--- src/hdl/btc_consts.vh ---
// Constants for the beam-type capture and feed-forward control block.
// Included by the divider and top design files; holds definitions only.
`ifndef BTC_CONSTS_VH
`define BTC_CONSTS_VH

// Register word offsets (byte address = index * 4)
`define BTC_IDX_MODE 4'h0
`define BTC_IDX_BEAM 4'h1
`define BTC_IDX_FWS 4'h2
`define BTC_IDX_SWS 4'h3
`define BTC_IDX_WWID 4'h4
`define BTC_IDX_SLOPE 4'h5
`define BTC_IDX_STAT 4'h6
`define BTC_IDX_FFPAR 4'h7
`define BTC_IDX_FAULT 4'h8

// Control word bit positions
`define BTC_MB_FAST 1
`define BTC_MB_NT_INH 2
`define BTC_MB_CLR_FLT 3
`define BTC_MB_PD_ZERO 4
`define BTC_MB_FREEZE 5
`define BTC_MB_SYSRST 6
`define BTC_MB_HE_CAP 7
`define BTC_MB_HE_ADP 8
`define BTC_MB_NT_ADP 9
`define BTC_MB_TB_ADP 10
`define BTC_MB_NT_CAP 11
`define BTC_MB_TB_CAP 12

// Beam type codes
`define BTC_BEAM_HE 2'h0
`define BTC_BEAM_NT 2'h1
`define BTC_BEAM_TB 2'h2
`define BTC_BEAM_NONE 2'h3

// Reset values
`define BTC_MODE_RST 16'h0000
`define BTC_BIDX_RST 2'h0

// Sampling periods in ns and clock period in ns
`define BTC_CLK_NS 100
`define BTC_SLOW_NS 192
`define BTC_FAST_NS 16
// Cycles per sample, at least one cycle each
`define BTC_SLOW_CYC ((`BTC_SLOW_NS + `BTC_CLK_NS - 1) / `BTC_CLK_NS)
`define BTC_FAST_CYC ((`BTC_FAST_NS + `BTC_CLK_NS - 1) / `BTC_CLK_NS)

`endif

--- src/hdl/btc_sample_div.v ---
// Sample-rate divider: one-cycle enable at the slow or fast sampling period.
// Assumes one clock; counts always and strobes only while run_i is high.
`timescale 1ns/1ps
`include "btc_consts.vh"
module btc_sample_div
(
    input wire clk_i, // System clock
    input wire rst_i, // Synchronous reset
    input wire fast_i, // Select fast sampling
    input wire run_i, // Allow strobes
    output reg sample_o // One-cycle sample strobe
);
    localparam integer SLOW_I = `BTC_SLOW_CYC;
    localparam integer FAST_I = `BTC_FAST_CYC;
    // Counts are small, so the low byte holds them whole
    localparam [7:0] SLOW_CNT = SLOW_I[7:0];
    localparam [7:0] FAST_CNT = FAST_I[7:0];
    reg [7:0] cnt_reg;
    wire [7:0] lim;

    assign lim = fast_i ? FAST_CNT : SLOW_CNT;

    // Count up the period and pulse at wrap
    always @(posedge clk_i)
    begin
        if (rst_i)
        begin
            cnt_reg <= 8'h00;
            sample_o <= 1'b0;
        end
        else if (cnt_reg + 8'h01 >= lim)
        begin
            cnt_reg <= 8'h00;
            sample_o <= run_i;
        end
        else
        begin
            cnt_reg <= cnt_reg + 8'h01;
            sample_o <= 1'b0;
        end
    end
endmodule

--- src/hdl/btc_window_gen.v ---
// Window generator: after a trigger, waits a start offset then opens a gate for a width.
// Assumes trigger is a one-cycle pulse and settings are stable during a cycle.
`timescale 1ns/1ps
module btc_window_gen #(
    parameter W = 16
)
(
    input wire clk_i, // System clock
    input wire rst_i, // Synchronous reset
    input wire trig_i, // Start pulse
    input wire [W-1:0] start_i, // Offset to window open
    input wire [W-1:0] width_i, // Window width
    output reg gate_o // Window gate
);
    localparam [1:0] ST_IDLE = 2'h0;
    localparam [1:0] ST_WAIT = 2'h1;
    localparam [1:0] ST_OPEN = 2'h2;
    reg [1:0] state_reg;
    reg [W-1:0] cnt_reg;

    // Delay then gate state machine
    always @(posedge clk_i)
    begin
        if (rst_i)
        begin
            state_reg <= ST_IDLE;
            cnt_reg <= {W{1'b0}};
            gate_o <= 1'b0;
        end
        else
        begin
            case (state_reg)
                ST_IDLE:
                begin
                    gate_o <= 1'b0;
                    if (trig_i)
                    begin
                        cnt_reg <= start_i;
                        state_reg <= ST_WAIT;
                    end
                end
                ST_WAIT:
                begin
                    if (cnt_reg == {W{1'b0}})
                    begin
                        cnt_reg <= width_i;
                        gate_o <= (width_i != {W{1'b0}});
                        state_reg <= (width_i != {W{1'b0}}) ? ST_OPEN : ST_IDLE;
                    end
                    else
                        cnt_reg <= cnt_reg - {{(W-1){1'b0}}, 1'b1};
                end
                ST_OPEN:
                begin
                    if (cnt_reg <= {{(W-1){1'b0}}, 1'b1})
                    begin
                        gate_o <= 1'b0;
                        state_reg <= ST_IDLE;
                    end
                    else
                        cnt_reg <= cnt_reg - {{(W-1){1'b0}}, 1'b1};
                end
                default:
                begin
                    gate_o <= 1'b0;
                    state_reg <= ST_IDLE;
                end
            endcase
        end
    end
endmodule

--- src/hdl/btc_top.v ---
// Beam-type capture and feed-forward control: Wishbone registers, capture trigger
// select and masking, two beam-loading windows with slope readback, adaptive update gate.
// Assumes timing inputs synchronous to clk_i and a classic Wishbone master.
`timescale 1ns/1ps
`include "btc_consts.vh"
module btc_top #(
    parameter PW = 16,
    parameter SW = 18
)
(
    input wire clk_i, // System clock, 10 MHz
    input wire rst_i, // Synchronous reset, active high
    input wire wb_cyc_i, // Wishbone cycle
    input wire wb_stb_i, // Wishbone strobe
    input wire wb_we_i, // Wishbone write enable
    input wire [3:0] wb_sel_i, // Wishbone byte selects
    input wire [5:0] wb_adr_i, // Wishbone byte address
    input wire [31:0] wb_dat_i, // Wishbone write data
    output reg [31:0] wb_dat_o, // Wishbone read data
    output reg wb_ack_o, // Wishbone acknowledge
    input wire cycle_start_trigger_i, // Cycle start pulse
    input wire prepulse_i, // Beam prepulse pulse
    input wire beam_sensor_input_i, // Beam sensor level
    input wire [1:0] beam_type_i, // Decoded beam type
    input wire [2:0] beam_present_i, // Presence per beam type
    input wire cycle_end_i, // End of RF cycle pulse
    input wire fault_event_i, // Fault counting pulse
    input wire drift_step_i, // Phase drift step pulse
    input wire [PW-1:0] gradient_i, // Gradient sample
    output reg fast_sample_select_o, // Fast sampling selected
    output reg sample_strobe_o, // Capture sample strobe
    output reg capture_start_o, // Capture trigger pulse
    output reg capture_source_o, // 1 prepulse, 0 cycle start
    output reg beam_selected_o, // Selected beam present
    output reg first_window_gate_o, // First loading window
    output reg second_window_gate_o, // Second loading window
    output reg ff_enable_o, // Feed-forward pulse allowed
    output reg adaptive_update_o, // Table update strobe
    output reg [PW-1:0] ff_param_o, // Parameter for current beam
    output reg timing_reset_o // Timing reset level
);
    reg [15:0] mode_reg;
    reg [1:0] bidx_reg;
    reg [PW-1:0] fws_reg;
    reg [PW-1:0] sws_reg;
    reg [PW-1:0] wwid_reg;
    reg [PW-1:0] par_mem [0:2];
    reg [SW-1:0] slope_reg;
    reg [PW-1:0] samp1_reg;
    reg [15:0] fault_reg;
    reg [15:0] drift_reg;
    reg upd_en_reg;
    reg g1_d_reg;
    reg g2_d_reg;
    reg [31:0] rd_next;
    wire acc;
    wire wr;
    wire [3:0] idx;
    wire [2:0] cap_en;
    wire [2:0] adp_en;
    wire cap_sel;
    wire present_sel;
    wire tim_rst;
    wire g1;
    wire g2;
    wire smp;
    wire adaptive_sel;
    wire [SW-1:0] diff;

    assign acc = wb_cyc_i & wb_stb_i & ~wb_ack_o;
    assign wr = acc & wb_we_i;
    assign idx = wb_adr_i[5:2];
    assign cap_en = {mode_reg[`BTC_MB_TB_CAP], mode_reg[`BTC_MB_NT_CAP],
                     mode_reg[`BTC_MB_HE_CAP]};
    assign adp_en = {mode_reg[`BTC_MB_TB_ADP], mode_reg[`BTC_MB_NT_ADP],
                     mode_reg[`BTC_MB_HE_ADP]};
    // source select is OR of enables
    assign cap_sel = |cap_en;
    assign present_sel = |(beam_present_i & cap_en);
    assign tim_rst = rst_i | mode_reg[`BTC_MB_SYSRST];
    // index decode, code 3 means none
    assign adaptive_sel = (beam_type_i == `BTC_BEAM_NONE) ? 1'b0 : adp_en[beam_type_i];
    assign diff = {{(SW-PW){gradient_i[PW-1]}}, gradient_i}
                - {{(SW-PW){samp1_reg[PW-1]}}, samp1_reg};

    btc_sample_div u_div (
        .clk_i(clk_i),
        .rst_i(tim_rst),
        .fast_i(mode_reg[`BTC_MB_FAST]),
        .run_i(~mode_reg[`BTC_MB_FREEZE]),
        .sample_o(smp)
    );

    btc_window_gen #(.W(PW)) u_win1 (
        .clk_i(clk_i),
        .rst_i(tim_rst),
        .trig_i(prepulse_i),
        .start_i(fws_reg),
        .width_i(wwid_reg),
        .gate_o(g1)
    );

    btc_window_gen #(.W(PW)) u_win2 (
        .clk_i(clk_i),
        .rst_i(tim_rst),
        .trig_i(prepulse_i),
        .start_i(sws_reg),
        .width_i(wwid_reg),
        .gate_o(g2)
    );

    // Register writes, all take effect on the clock edge
    always @(posedge clk_i)
    begin
        if (rst_i)
        begin
            mode_reg <= `BTC_MODE_RST;
            bidx_reg <= `BTC_BIDX_RST;
            fws_reg <= {PW{1'b0}};
            sws_reg <= {PW{1'b0}};
            wwid_reg <= {PW{1'b0}};
        end
        else if (wr)
        begin
            // unused mode bits stored as written
            if (idx == `BTC_IDX_MODE)
            begin
                if (wb_sel_i[0])
                    mode_reg[7:0] <= wb_dat_i[7:0];
                if (wb_sel_i[1])
                    mode_reg[15:8] <= wb_dat_i[15:8];
            end
            else if (idx == `BTC_IDX_BEAM)
            begin
                if (wb_sel_i[0])
                    bidx_reg <= wb_dat_i[1:0];
            end
            else if (idx == `BTC_IDX_FWS)
            begin
                if (wb_sel_i[0])
                    fws_reg <= wb_dat_i[PW-1:0];
            end
            else if (idx == `BTC_IDX_SWS)
            begin
                if (wb_sel_i[0])
                    sws_reg <= wb_dat_i[PW-1:0];
            end
            else if (idx == `BTC_IDX_WWID)
            begin
                if (wb_sel_i[0])
                    wwid_reg <= wb_dat_i[PW-1:0];
            end
        end
    end

    // Beam-dependent parameter copies, one per beam type
    genvar gi;
    generate
        for (gi = 0; gi < 3; gi = gi + 1)
        begin : g_par
            always @(posedge clk_i)
            begin
                if (rst_i)
                    par_mem[gi] <= {PW{1'b0}};
                else if (wr && wb_sel_i[0] && idx == `BTC_IDX_FFPAR && bidx_reg == gi)
                    par_mem[gi] <= wb_dat_i[PW-1:0];
            end
        end
    endgenerate

    // Fault counter and phase drift accumulator
    always @(posedge clk_i)
    begin
        if (rst_i)
        begin
            fault_reg <= 16'h0000;
            drift_reg <= 16'h0000;
        end
        else
        begin
            // clear bits hold values at zero
            if (mode_reg[`BTC_MB_CLR_FLT])
                fault_reg <= 16'h0000;
            else if (fault_event_i && fault_reg != 16'hFFFF)
                fault_reg <= fault_reg + 16'h0001;
            if (mode_reg[`BTC_MB_PD_ZERO])
                drift_reg <= 16'h0000;
            else if (drift_step_i)
                drift_reg <= drift_reg + 16'h0001;
        end
    end

    // Window sampling, slope, and update latch; timing on the device clock
    always @(posedge clk_i)
    begin
        if (tim_rst)
        begin
            g1_d_reg <= 1'b0;
            g2_d_reg <= 1'b0;
            samp1_reg <= {PW{1'b0}};
            slope_reg <= {SW{1'b0}};
            upd_en_reg <= 1'b0;
        end
        else
        begin
            g1_d_reg <= g1;
            g2_d_reg <= g2;
            // sensor caught at first window rise
            if (g1 && !g1_d_reg)
                upd_en_reg <= beam_sensor_input_i;
            if (g1 && !g1_d_reg)
                samp1_reg <= gradient_i;
            if (g2 && !g2_d_reg)
                slope_reg <= diff;
        end
    end

    // Registered outputs
    always @(posedge clk_i)
    begin
        if (tim_rst)
        begin
            fast_sample_select_o <= 1'b0;
            sample_strobe_o <= 1'b0;
            capture_start_o <= 1'b0;
            capture_source_o <= 1'b0;
            beam_selected_o <= 1'b0;
            first_window_gate_o <= 1'b0;
            second_window_gate_o <= 1'b0;
            ff_enable_o <= 1'b0;
            adaptive_update_o <= 1'b0;
            ff_param_o <= {PW{1'b0}};
            timing_reset_o <= ~rst_i;
        end
        else
        begin
            timing_reset_o <= 1'b0;
            fast_sample_select_o <= mode_reg[`BTC_MB_FAST];
            sample_strobe_o <= smp & ~mode_reg[`BTC_MB_FREEZE];
            capture_source_o <= cap_sel;
            beam_selected_o <= present_sel;
            // trigger from prepulse or cycle start
            capture_start_o <= (cap_sel ? prepulse_i : cycle_start_trigger_i)
                               & ~mode_reg[`BTC_MB_FREEZE];
            first_window_gate_o <= g1;
            second_window_gate_o <= g2;
            // inhibit on neutron beam when set
            ff_enable_o <= (beam_type_i != `BTC_BEAM_NONE) &&
                           !(mode_reg[`BTC_MB_NT_INH] && beam_type_i == `BTC_BEAM_NT);
            adaptive_update_o <= cycle_end_i & upd_en_reg & adaptive_sel;
            ff_param_o <= (beam_type_i == `BTC_BEAM_NONE) ? {PW{1'b0}} : par_mem[beam_type_i];
        end
    end

    // Read mux by address
    always @*
    begin
        rd_next = 32'h00000000;
        if (idx == `BTC_IDX_MODE)
            rd_next[15:0] = mode_reg;
        else if (idx == `BTC_IDX_BEAM)
            rd_next[1:0] = bidx_reg;
        else if (idx == `BTC_IDX_FWS)
            rd_next[PW-1:0] = fws_reg;
        else if (idx == `BTC_IDX_SWS)
            rd_next[PW-1:0] = sws_reg;
        else if (idx == `BTC_IDX_WWID)
            rd_next[PW-1:0] = wwid_reg;
        else if (idx == `BTC_IDX_SLOPE)
            rd_next[SW-1:0] = slope_reg;
        else if (idx == `BTC_IDX_STAT)
            rd_next[3:0] = {upd_en_reg, g2_d_reg, g1_d_reg, present_sel};
        else if (idx == `BTC_IDX_FFPAR)
            rd_next[PW-1:0] = (bidx_reg == `BTC_BEAM_NONE) ? {PW{1'b0}} : par_mem[bidx_reg];
        else if (idx == `BTC_IDX_FAULT)
            rd_next = {drift_reg, fault_reg};
    end

    // Wishbone ack one cycle after request
    always @(posedge clk_i)
    begin
        if (rst_i)
        begin
            wb_ack_o <= 1'b0;
            wb_dat_o <= 32'h00000000;
        end
        else
        begin
            wb_ack_o <= acc;
            wb_dat_o <= acc ? rd_next : 32'h00000000;
        end
    end
endmodule

--- config.mk ---
export PLATFORM = sky130hd
export DESIGN_NAME = btc_top
export DESIGN_NICKNAME = d
export VERILOG_FILES = /design/src/hdl/btc_sample_div.v /design/src/hdl/btc_window_gen.v /design/src/hdl/btc_top.v
export VERILOG_INCLUDE_DIRS = /design/src /design/src/hdl
export SDC_FILE = /design/constraint.sdc
export NUM_CORES = 1
export LEC_CHECK = 0
export ABC_AREA = 1
export BUFFER_PORTS_ARGS = -buffer_cell sky130_fd_sc_hd__buf_2
export CELL_PAD_IN_SITES_DETAIL_PLACEMENT = 0
export CELL_PAD_IN_SITES_GLOBAL_PLACEMENT = 2
export CORE_MARGIN = 2
export CORE_UTILIZATION = 35
export DETAILED_ROUTE_END_ITERATION = 10
export PLACE_DENSITY_LB_ADDON = 0.15
export SLEW_MARGIN = 20
export SYNTH_ARGS = -nofsm -noshare
export SYNTH_HDL_FRONTEND = slang
export SYNTH_HIERARCHICAL = 1
export SYNTH_SLANG_ARGS = --single-unit
--- constraint.sdc ---
create_clock -name clk_i -period 2.15 [get_ports clk_i]
set_input_delay 0.1075 -clock clk_i [delete_from_list [all_inputs] [get_ports clk_i]]
set_output_delay 0.1075 -clock clk_i [all_outputs]
set_load 0.01 [all_outputs]
==> results.json <==
{
  "ys_types": 55,
  "grt_max_degree": 43,
  "cts_buffers": 37,
  "first_pass_iters": 5,
  "start_kind": "register",
  "synth_area_leader_cell": "dfxtp_1",
  "place.port_buffers": 112,
  "grt.met3_usage_pct": 4.455,
  "p_comb_share_pct": 31.4,
  "syn_area_per_cell_um2": 7.289,
  "die_y_um": 210.0,
  "powerDensity_nw_per_um2": 1031,
  "drt_drc_violations_left": 0,
  "ys.flop_type": "dfxtp_1",
  "grt_overflow": 0,
  "fmax_mhz": 499.3,
  "drive_gt1_share_pct": 14.39,
  "dp_hpwl_mm": 37.02,
  "switching_power_uw": 6591,
  "hp-class": "in2reg",
  "switching_share_pct": 35.77,
  "skew_ns": 0.01557,
  "clockBufferDepth": 3,
  "wl_per_cell_um": 18.29,
  "timing.rr.end": "wb_dat_o[13]$_SDFF_PP0_",
  "critPathKind": "reg2reg",
  "cellLeakagePower_uw": 0.007687,
  "initial_utilization_pct": 35.40,
  "final_nets": 2321,
  "fillCellCount": 4395,
  "drt_iter0_drc": 988,
  "arrival_ns": 2.50,
  "synth_area_um2": 14850,
  "rsz0062_at_grt": "no",
  "drv_slew": 0,
  "synth_top_cells_by_count": "453 x nand2_1, 254 x nor2_1, 240 x dfxtp_1",
  "htree_levels": 2,
  "drt_wl_total_mm": 50.79,
  "period_share_pct": 93.15,
  "postRouteAntennaNets": 0,
  "p_seq_share_pct": 34.0,
  "end_kind": "register",
  "place_congestion": 0.8533,
  "pwr-share-clk_pct": 34.6,
  "worstMarginPinSlew_ns": 0.7492,
  "cts_tree": "done",
  "antenna_cells": 0,
  "grt_pass1_vias": 13400,
  "drv_cap": 0,
  "row_count": 75,
  "status": "completed",
  "grt_usage_pct": 23.32,
  "grt_pass1_wl_mm": 78.89,
  "fin_tns_setup_ns": 0,
  "clk_pin_slew_ns": 0.06,
  "internal-power_uw": 11830,
  "multi_input_area_um2": 7483,
  "root_buffer": "clkbuf_16",
  "antenna_found_initial": 1,
  "relSlewSlack_pct": 50.00,
  "ys_seq_area_share_pct": 42.07,
  "postSynth.asyncResetShare_pct": 0,
  "yosysWarnings": 6,
  "synth_edf_count": 48,
  "post-place-ws_ns": 0.1393,
  "setup_viol": 0,
  "grt_busiest_layer": "met2",
  "grt_use_met1_pct": 33.06,
  "synth_cells": 2037,
  "regArea_um2": 6246,
  "setup_ws_ns": 0.1472,
  "syn_to_final_growth_pct": 20.34,
  "die_w_um": 210.0,
  "hold_viol": 0,
  "synth.top_cell.area_share_pct": 32.36,
  "dieArea_um2": 44090,
  "yosys-top-cells-area": "dfxtp_1 32%, nand2_1 11%, edfxtp_1 9.7%, a21oi_1 6.4%, nor2_1 6.4%",
  "insertion_delay_ns": 0.56,
  "ff2ff_setup_slack_ns": 0.15,
  "synthMostInstantiatedCell": "nand2_1",
  "met2_usage_pct": 36.22,
  "critPathRequiredTime_ns": 2.65,
  "crit_fanout": 16,
  "dr_total_vias": 13920,
  "core_um2": 41950,
  "drt-vias-per-instance": 5.011,
  "ir_drop_mv": 0.5592,
  "stdcell_count": 2777,
  "crit_path_end": "wb_dat_o[13]$_SDFF_PP0_",
  "io_pins": 133,
  "period_needed_ns": 2.003,
  "r2r_cells": 11,
  "largest_reg_flops": 48,
  "synth-seq-cells": 288,
  "cts.sinks": 288,
  "dp_cells": 2679
}
==> placed cells by master, fill, tap and decap left out, types with 7 or more instances in the layout <==
cell type        n
edfxtp_1        48
nor2_1         254
inv_1          185
nor4_1           9
dfxtp_1        240
xnor2_1          9
nand4_1         45
nand2_2          7
clkbuf_16       38
nor3_1          11
a31oi_1         15
dlygate4sd3_1   32
nand3b_1        12
nor2_4          12
nor2_2          12
buf_4           62
or2_2           15
nand2_4          7
o21ai_0        146
a211oi_1        10
o211ai_1        20
buf_2          112
or2_0           16
nand3_1        135
a21oi_2          8
ha_1            35
buf_12           7
nand2_1        452
clkbuf_8         8
xor2_1          19
a21oi_1        191
clkinv_2         7
==> logic make-up (layout without fill, tap and decap cells) <==
kind of cell	after synthesis	count (layout)	share of synthesized area, %
buffers and inverters	274	470	7.710
AOI/OAI and AO/OA	409	409	15.02
DFF	288	288	42.07
other	1	6	0.02526
and+or+nand+nor	1001	1001	30.44
xor gates and xnor gates	28	28	1.652
adders and majority gates	36	36	3.084
==> critical path: stages (launching register included) <==
cell,delay (ns)
dfxtp_1,0.36
buf_4,0.27
nand2_1,0.08
nand3_1,0.08
o211ai_1,0.10
buf_4,0.16
nand3_1,0.17
nand2_1,0.08
nand2_1,0.06
nand2_1,0.05
a21oi_1,0.34
buf_4,0.18
==> repair_timing <==
item | in CTS | in global routing
buffers inserted | 0 | 0
setup endpoints to repair | 0 | 5
resized for setup | 0 | 3
hold buffers | 32 | 0
endpoints found under the hold margin | 53 | 0
==> metrics by stage <==
| stage | power (uW) | area [um^2] | util (%) | hold slack [ns] |
|---|---|---|---|---|
| CTS | 18630 | 17860 | 42.58 | 0.001194 |
| global route | 19650 | 17870 | 42.60 | 0.01160 |
| global placement | 12110 | 16280 | 38.81 | 0.3352 |
| detailed placement | 12120 | 16280 | 38.81 | 0.3441 |
| finish | 18420 | 17870 | 42.60 | 0.03748 |
| floorplan | 10550 | 14870 | - | 0.2354 |
==> layout make-up <==
| cell class | count | area share [%] |
|---|---|---|
| clock inverter | 16 | 1.036 |
| clock buffer | 50 | 6.022 |
| timing repair buffer | 213 | 8.319 |
| inverter | 191 | 4.012 |
| multi-input combinational | 1480 | 41.88 |
| sequential | 288 | 34.96 |
| tap | 539 | 3.774 |
==> metal layers <==
layer  part of all wire (%)  vias up
met4                    2.4        0
li1                       -     7079
met1                     48     6417
met3                    5.9       75
met5                      0        -
met2                     44      344
==> worst min-delay path by stage <==
stage,from,end,slack (ns),cells after the start
floorplan,cycle_start_trigger_i,capture_start_o$_SDFF_PP0_,0.24,2
finish,wb_dat_i[4],fws_reg[4]$_SDFFE_PP0P_,0.04,3
global placement,beam_sensor_input_i,upd_en_reg$_SDFFE_PP0P_,0.34,3
CTS,wb_dat_i[4],fws_reg[4]$_SDFFE_PP0P_,0.001,3
global route,wb_dat_i[4],fws_reg[4]$_SDFFE_PP0P_,0.01,3
detailed placement,beam_sensor_input_i,upd_en_reg$_SDFFE_PP0P_,0.34,3
==> power groups by stage <==
stage               logic, uW  clock network, uW  registers, uW
floorplan                4280                  0           6270
global placement         5750                  0           6360
detailed placement       5750                  0           6370
CTS                      5820               6560           6260
global route             6570               6760           6320
finish                   5780               6380           6260
Power figures use the tool's default switching activity.
